==> src/verilog/flwp_defs.vh <==
// Constants for the single-word flash program sequencer.
// Included by every design file of the block; definitions only.
`ifndef FLWP_DEFS_VH
`define FLWP_DEFS_VH

// APB byte addresses of the registers
`define FLWP_ADDR_W          12
`define FLWP_OFF_CTRL        12'h000
`define FLWP_OFF_KEY         12'h004
`define FLWP_OFF_PAGE        12'h008
`define FLWP_OFF_TWL         12'h00C
`define FLWP_OFF_TWH         12'h010

// Control register fields
`define FLWP_OP_MSB          3
`define FLWP_OP_LSB          0
`define FLWP_BIT_ERR         13
`define FLWP_BIT_WREN        14
`define FLWP_BIT_START       15
`define FLWP_OP_ONE_WORD     4'h3
`define FLWP_OP_RST          4'h0

// Unlock key values
`define FLWP_KEY_FIRST       8'h55
`define FLWP_KEY_SECOND      8'hAA
`define FLWP_KEY_W           8

// Widths and field positions of the latch
`define FLWP_WORD_W          24
`define FLWP_PAGE_W          8
`define FLWP_OFFS_W          16
`define FLWP_LOW_W           16
`define FLWP_HIGH_W          8
`define FLWP_OFFS_MSB        31
`define FLWP_OFFS_LSB        16

// Unlock sequencer states
`define FLWP_UK_IDLE         2'h0
`define FLWP_UK_FIRST        2'h1
`define FLWP_UK_ARMED        2'h2

`endif

==> src/verilog/flwp_wlatch.v <==
// Write latch: one 24-bit instruction word and its target address.
// Fed by the table-write low/high strobes of the register front end.
`timescale 1ns/1ps
`default_nettype none
`include "flwp_defs.vh"

module flwp_wlatch (
    input  wire                     i_clk,
    input  wire                     i_rst_n,
    input  wire                     i_wr_low,
    input  wire                     i_wr_high,
    input  wire [`FLWP_PAGE_W-1:0]  i_page,
    input  wire [`FLWP_OFFS_W-1:0]  i_offset,
    input  wire [`FLWP_LOW_W-1:0]   i_data,
    output reg  [`FLWP_WORD_W-1:0]  o_addr,
    output reg  [`FLWP_WORD_W-1:0]  o_word
);

    always @(posedge i_clk or negedge i_rst_n) begin
        if (!i_rst_n) begin
            o_addr <= {`FLWP_WORD_W{1'b0}};
            o_word <= {`FLWP_WORD_W{1'b0}};
        end else begin
            // Page gives the upper byte, the write operand the lower 16 bits
            if (i_wr_low || i_wr_high) begin
                o_addr <= {i_page, i_offset};
            end
            // Both halves land in the same latch word
            if (i_wr_low) begin
                o_word[`FLWP_LOW_W-1:0] <= i_data;
            end
            if (i_wr_high) begin
                o_word[`FLWP_WORD_W-1:`FLWP_LOW_W] <= i_data[`FLWP_HIGH_W-1:0];
            end
        end
    end

endmodule // flwp_wlatch
`default_nettype wire

==> src/verilog/flwp_unlock.v <==
// Unlock key tracker: arms only after 0x55 then 0xAA as back-to-back writes.
// Assumes one i_any_wr pulse per completed register write.
`timescale 1ns/1ps
`default_nettype none
`include "flwp_defs.vh"

module flwp_unlock (
    input  wire        i_clk,
    input  wire        i_rst_n,
    input  wire        i_any_wr,
    input  wire        i_key_wr,
    input  wire [`FLWP_KEY_W-1:0] i_key_data,
    output wire        o_armed
);

    reg [1:0] state_q;
    reg [1:0] state_d;

    assign o_armed = (state_q == `FLWP_UK_ARMED);

    // Any other write in between drops the sequence
    always @* begin
        state_d = state_q;
        if (i_any_wr) begin
            state_d = `FLWP_UK_IDLE;
            if (i_key_wr) begin
                case (state_q)
                    `FLWP_UK_FIRST: begin
                        if (i_key_data == `FLWP_KEY_SECOND) begin
                            state_d = `FLWP_UK_ARMED;
                        end else if (i_key_data == `FLWP_KEY_FIRST) begin
                            state_d = `FLWP_UK_FIRST;
                        end
                    end
                    default: begin
                        if (i_key_data == `FLWP_KEY_FIRST) begin
                            state_d = `FLWP_UK_FIRST;
                        end
                    end
                endcase
            end
        end
    end

    always @(posedge i_clk or negedge i_rst_n) begin
        if (!i_rst_n) begin
            state_q <= `FLWP_UK_IDLE;
        end else begin
            state_q <= state_d;
        end
    end

endmodule // flwp_unlock
`default_nettype wire

==> src/verilog/flwp_top.v <==
// Single-word flash program sequencer with an APB register front end.
// Assumes a flash array macro that takes one program pulse and returns a
// done pulse; APB master follows the standard two-phase protocol.
//
// Implementation choices: the APB slave port and the register offsets.
`timescale 1ns/1ps
`default_nettype none
`include "flwp_defs.vh"

module flwp_top (
    input  wire                      I_CLOCK,
    input  wire                      I_RST_N,
    input  wire                      I_PSEL,
    input  wire                      I_PENABLE,
    input  wire                      I_PWRITE,
    input  wire [`FLWP_ADDR_W-1:0]   I_PADDR,
    input  wire [31:0]               I_PWDATA,
    input  wire                      I_FLASH_DONE,
    output wire                      O_PREADY,
    output reg  [31:0]               O_PRDATA,
    output wire                      O_PSLVERR,
    output reg                       O_FLASH_PROG,
    output reg  [`FLWP_WORD_W-1:0]   O_FLASH_ADDR,
    output reg  [`FLWP_WORD_W-1:0]   O_FLASH_DATA
);

    wire                     access;
    wire                     wr_done;
    wire                     mapped;
    wire                     wr_ctrl;
    wire                     wr_key;
    wire                     wr_page;
    wire                     wr_low;
    wire                     wr_high;
    wire                     armed;
    wire                     start_req;
    wire                     start_ok;
    wire [`FLWP_WORD_W-1:0]  latch_addr;
    wire [`FLWP_WORD_W-1:0]  latch_word;

    reg  [`FLWP_OP_MSB:`FLWP_OP_LSB] op_q;
    reg                      wren_q;
    reg                      err_q;
    reg                      busy_q;
    reg  [`FLWP_PAGE_W-1:0]  page_q;
    reg  [31:0]              rdata_d;

    // Zero-wait slave: every access completes in its first access cycle
    assign access   = I_PSEL && I_PENABLE;
    assign O_PREADY = 1'b1;
    assign mapped   = (I_PADDR == `FLWP_OFF_CTRL) || (I_PADDR == `FLWP_OFF_KEY) ||
                      (I_PADDR == `FLWP_OFF_PAGE) || (I_PADDR == `FLWP_OFF_TWL) ||
                      (I_PADDR == `FLWP_OFF_TWH);
    assign O_PSLVERR = access && !mapped;
    assign wr_done   = access && I_PWRITE;
    assign wr_ctrl   = wr_done && (I_PADDR == `FLWP_OFF_CTRL);
    assign wr_key    = wr_done && (I_PADDR == `FLWP_OFF_KEY);
    assign wr_page   = wr_done && (I_PADDR == `FLWP_OFF_PAGE);
    // Table writes while a cycle runs would corrupt the word being programmed
    assign wr_low    = wr_done && (I_PADDR == `FLWP_OFF_TWL) && !busy_q;
    assign wr_high   = wr_done && (I_PADDR == `FLWP_OFF_TWH) && !busy_q;

    // Start needs the armed key, enable set and the one-word operation
    assign start_req = wr_ctrl && I_PWDATA[`FLWP_BIT_START] && !busy_q;
    assign start_ok  = start_req && armed && I_PWDATA[`FLWP_BIT_WREN] &&
                       (I_PWDATA[`FLWP_OP_MSB:`FLWP_OP_LSB] == `FLWP_OP_ONE_WORD);

    flwp_unlock u_unlock (
        .i_clk      (I_CLOCK),
        .i_rst_n    (I_RST_N),
        .i_any_wr   (wr_done),
        .i_key_wr   (wr_key),
        .i_key_data (I_PWDATA[`FLWP_KEY_W-1:0]),
        .o_armed    (armed)
    );

    flwp_wlatch u_wlatch (
        .i_clk      (I_CLOCK),
        .i_rst_n    (I_RST_N),
        .i_wr_low   (wr_low),
        .i_wr_high  (wr_high),
        .i_page     (page_q),
        .i_offset   (I_PWDATA[`FLWP_OFFS_MSB:`FLWP_OFFS_LSB]),
        .i_data     (I_PWDATA[`FLWP_LOW_W-1:0]),
        .o_addr     (latch_addr),
        .o_word     (latch_word)
    );

    // Control, page and program sequencing
    always @(posedge I_CLOCK or negedge I_RST_N) begin
        if (!I_RST_N) begin
            op_q         <= `FLWP_OP_RST;
            wren_q       <= 1'b0;
            err_q        <= 1'b0;
            busy_q       <= 1'b0;
            page_q       <= {`FLWP_PAGE_W{1'b0}};
            O_FLASH_PROG <= 1'b0;
            O_FLASH_ADDR <= {`FLWP_WORD_W{1'b0}};
            O_FLASH_DATA <= {`FLWP_WORD_W{1'b0}};
        end else begin
            O_FLASH_PROG <= 1'b0;
            if (wr_page) begin
                page_q <= I_PWDATA[`FLWP_PAGE_W-1:0];
            end
            // Control fields are frozen while a cycle runs, page writes are not
            if (wr_ctrl && !busy_q) begin
                op_q   <= I_PWDATA[`FLWP_OP_MSB:`FLWP_OP_LSB];
                wren_q <= I_PWDATA[`FLWP_BIT_WREN];
                err_q  <= I_PWDATA[`FLWP_BIT_ERR] & err_q;
            end
            if (start_ok) begin
                busy_q       <= 1'b1;
                err_q        <= 1'b0;
                O_FLASH_PROG <= 1'b1;
                O_FLASH_ADDR <= latch_addr;
                O_FLASH_DATA <= latch_word;
            end else if (start_req) begin
                // Refused start: flag it, start bit stays clear
                err_q <= 1'b1;
            end else if (busy_q && I_FLASH_DONE) begin
                busy_q <= 1'b0;
            end
        end
    end

    always @* begin
        rdata_d = 32'h0000_0000;
        case (I_PADDR)
            `FLWP_OFF_CTRL: begin
                rdata_d[`FLWP_OP_MSB:`FLWP_OP_LSB] = op_q;
                rdata_d[`FLWP_BIT_ERR]             = err_q;
                rdata_d[`FLWP_BIT_WREN]            = wren_q;
                rdata_d[`FLWP_BIT_START]           = busy_q;
            end
            `FLWP_OFF_PAGE: begin
                rdata_d[`FLWP_PAGE_W-1:0] = page_q;
            end
            `FLWP_OFF_TWL: begin
                rdata_d[`FLWP_LOW_W-1:0] = latch_word[`FLWP_LOW_W-1:0];
            end
            `FLWP_OFF_TWH: begin
                rdata_d[`FLWP_HIGH_W-1:0] = latch_word[`FLWP_WORD_W-1:`FLWP_LOW_W];
            end
            default: begin
                rdata_d = 32'h0000_0000;
            end
        endcase
    end

    // Read data registered in the setup cycle, valid in the access cycle
    always @(posedge I_CLOCK or negedge I_RST_N) begin
        if (!I_RST_N) begin
            O_PRDATA <= 32'h0000_0000;
        end else if (I_PSEL && !I_PENABLE && !I_PWRITE) begin
            O_PRDATA <= rdata_d;
        end
    end

endmodule // flwp_top
`default_nettype wire

==> config.mk <==
export PLATFORM = sky130hd
export DESIGN_NAME = flwp_top
export DESIGN_NICKNAME = d
export VERILOG_FILES = /design/src/verilog/flwp_wlatch.v /design/src/verilog/flwp_unlock.v /design/src/verilog/flwp_top.v
export VERILOG_INCLUDE_DIRS = /design/src /design/src/verilog
export SDC_FILE = /design/constraint.sdc
export NUM_CORES = 1
export LEC_CHECK = 0
export BUFFER_PORTS_ARGS = -buffer_cell sky130_fd_sc_hd__buf_4
export CAP_MARGIN = 20
export CORE_MARGIN = 8
export CORE_UTILIZATION = 44
export CTS_BUF_LIST = sky130_fd_sc_hd__clkbuf_16
export DETAILED_ROUTE_END_ITERATION = 10
export PLACE_DENSITY = 0.68
export SKIP_CTS_REPAIR_TIMING = 1
export SLEW_MARGIN = 20
export SYNTH_ARGS = -nofsm -noshare
export SYNTH_HDL_FRONTEND = slang
export SYNTH_HIERARCHICAL = 1
export SYNTH_SLANG_ARGS = --single-unit
==> constraint.sdc <==
create_clock -name I_CLOCK -period 3.7 [get_ports I_CLOCK]
set_input_delay 0 -clock I_CLOCK [delete_from_list [all_inputs] [get_ports I_CLOCK]]
set_output_delay 0 -clock I_CLOCK [all_outputs]
set_load 0.01 [all_outputs]
==> key figures <==
Outcome
  – Run status: complete, no violations

STA
  – TNS Setup: 0 ns
  – Relative slew slack: 49.7%
  – Hold Fails Final Rpt: 0
  – Setup Skew: around 0.0068 ns
  – Setup slack after layout: 1.03 ns
  – Post-layout minimum cycle time: 2.67 ns
  – Worst-margin pin slew: 0.753 ns
  – Unrepaired setup endpoints after global routing: false
  – Tcrit/Tclk final: ~70%
  – Final setup fails: 0
  – Fin. max-slew vios: 0
  – Fmax: roughly 370 MHz

Synth
  – Synth Area in XOR/XNOR: 0%
  – Compound-cell area share of the yosys netlist: 4.43%
  – #FFs+latches synth: between 100 and 150
  – Share of the yosys chip area belonging to registers: 58.5%
  – Post-synthesis mux area share: 26.2%
  – Area share of fa/ha/maj cells after synthesis: 0%
  – Share of the synthesized area in the top cell type: 58.5%
  – Ys async rst share: 100%
  – Top FF cell, synth: dfrtp_1
  – Synthesized area per cell: 14.6 um^2
  – Simple-Gate Fraction of Synth Area: roughly 5.6%
  – Main combinational cell family by area after synthesis: multiplexers
  – Synth top area cells: dfrtp_1 58%, mux2_2 16%, mux2_4 7.8%, buf_4 2.4%, mux2i_1 2.2%
  – Syn Std Cell Area: 5560 um^2
  – Syn. warnings: 6
  – Area leader, netlist: dfrtp_1
  – Number of synthesized flops with an enable pin: 0
  – Cells after Synth: 380
  – Synth unique cells: 43

Detailed routing
  – Post-Route WL: roughly 13 mm
  – Total number of vias: 3,658
  – DRT antenna net count: 0
  – Drt first pass iters: 5
  – DR WL/cell: around 19 um
  – DRC Markers: 0
  – Initial drt markers: 162
  – Vias/cell: 5.09

Floorplanning
  – Full die area: 16,500 um^2
  – DIE HEIGHT: 128 um
  – Row count: 41
  – Number of placed I/O pins: approximately 130
  – Initial cell density of the core: 44.6%
  – Std-Cell Core Area: approximately 12,000 um^2
  – Die Span X: 128 um

Global routing
  – GRT Util Overall: between 10% and 20%
  – Vias in the first global route: 3,907
  – Largest net degree at the start of global routing: 76
  – Initial antenna violation count: 0
  – First-pass GRT wire length: 21.1 mm
  – Grt total ovfl: 0

Layout
  – Non-Filler Instances: 718
  – Final core occ: 59.8%
  – Commonest cells after routing, fill and taps aside: 130 x dfrtp_1, 119 x buf_4, 80 x mux2_2
  – Share of layout cells above drive strength 1: 48.5%
  – Layout area overhead: 34.1%
  – Antenna cells: 0
  – Layout net count: 584
  – Most common cell after layout, fill and taps aside: dfrtp_1

Flow run
  – Max-Cap Viols: 0

CTS
  – Max clock buf depth: 2
  – CTS Buf Count: 17
  – Skew-Pair Late Insertion Delay: between 0.4 and 0.5 ns
  – CTS sink cnt: 130
  – Clk pin slew, worst setup/hold paths: 0.06 ns
  – Clock root buffer: clkbuf_16
  – CTS tree: yes
  – H-tree depth: 4

Worst setup path
  – Crit-path slowest cell: or4b_2
  – Crit-path max FO: 49
  – Slowest cell delay on critical path: 0.68 ns
  – CP Launch Type: register
  – Buf+Inv Stages, Crit Path: 2
  – Crit path required time: 3.99 ns
  – Setup Crit Path Kind: register to register
  – Worst path top cell family by delay: simple AND/OR/NAND/NOR gates
  – Crit. End Element: register
  – CP cell instances: inv_1 -> nor2_1 -> nand3_1 -> or4_1 -> or4b_2 -> buf_4 -> mux2_4
  – CP arrival: 2.96 ns

Placed design
  – Dpl ws: 1.03 ns
  – Dpl cells: 651
  – Routability cong.: 0.846
  – Post-DP HPWL: 9.05 mm
  – Port Buffers: 115

Power
  – Pwr dens: approximately 440 nW/um^2
  – P_leak: 3.92 nW
  – Peak supply drop: 0.000290 V

Worst hold path
  – Worst hold path type: input port to asynchronous set/reset pin
registers in the layout, summed over array words and instances, names as in the netlist:
name and flops:
O_FLASH_ADDR 24, O_FLASH_DATA 24, O_FLASH_PROG 1, O_PRDATA 16, busy_q 1, err_q 1
op_q 4, page_q 8, u_unlock/state_q 2, u_wlatch/o_addr 24, u_wlatch/o_word 24, wren_q 1
power breakdown:
| group | internal [W] | total, W | switching [W] |
|---|---|---|---|
| Clock | 0.00111 | 0.00170 | 0.000594 |
| Combinational | 0.0000725 | 0.000153 | 0.0000802 |
| Sequential | 0.00142 | 0.00142 | 0.000000694 |
cells in the mapped netlist (5+ instances only):
master	n
clkbuf_1	7
mux2i_1	12
mux2_2	80
dfrtp_1	130
mux2_4	29
nand3_1	5
o21ai_0	13
a21oi_1	5
buf_4	18
nor2_1	9
nand2_1	13
a22o_1	5
cell families (layout without fill, tap and decap cells):
group,count (synthesis),in the layout
DFF,130,130
muxes,121,121
and+or+nand+nor,51,51
buffers and inverters,40,191
AOI/OAI and AO/OA,36,36
other,2,17
path summary, 6_finish.rpt:
path / from / depth (start not counted) / to / slack, ns
worst max-delay path: u_unlock/state_q[1] / 7 / O_FLASH_ADDR[21] / 1.03
min in group I_CLOCK: I_PADDR[1] / 4 / err_q / 0.04
worst min register to register: O_PRDATA[7] / 2 / O_PRDATA[7] / 0.49
max in group asynchronous: I_RST_N / 3 / O_FLASH_DATA[11] / 3.06
worst max register to register: u_unlock/state_q[1] / 7 / O_FLASH_ADDR[21] / 1.03
worst min-delay path: I_RST_N / 2 / u_wlatch/o_addr[12] / 0.03
cell type report:
cell class              instances  area, um^2
fillers                      1014        5010
multi-input cells             225        2080
repair buffers                156        1290
well taps                     172         215
inverters                       4        15.0
flip-flops and latches        130        3250
clock buffers                  17         425
clock inverters                14         171
routing by layer:
metal  track usage [%]  wire length (um)  up-vias
met5                 0                 0        -
met4              7.48               227        0
met3              6.87              1160       17
met2              24.5              6290      152
met1              20.6              5760     1854
li1                  -                 -     1635
through the flow:
| step | power (W) | area [um^2] | hold slack [ns] |
|---|---|---|---|
| after detailed placement | 0.00157 | 6480 | 0.189 |
| after global placement | 0.00157 | 6480 | 0.183 |
| final | 0.00328 | 7460 | 0.0342 |
| after global routing | 0.00339 | 7460 | 0.0471 |
| after CTS | 0.00327 | 7080 | -0.250 |
| after floorplan | 0.00149 | 5620 | -0.296 |
No activity file was read; power rests on OpenSTA's default activity.
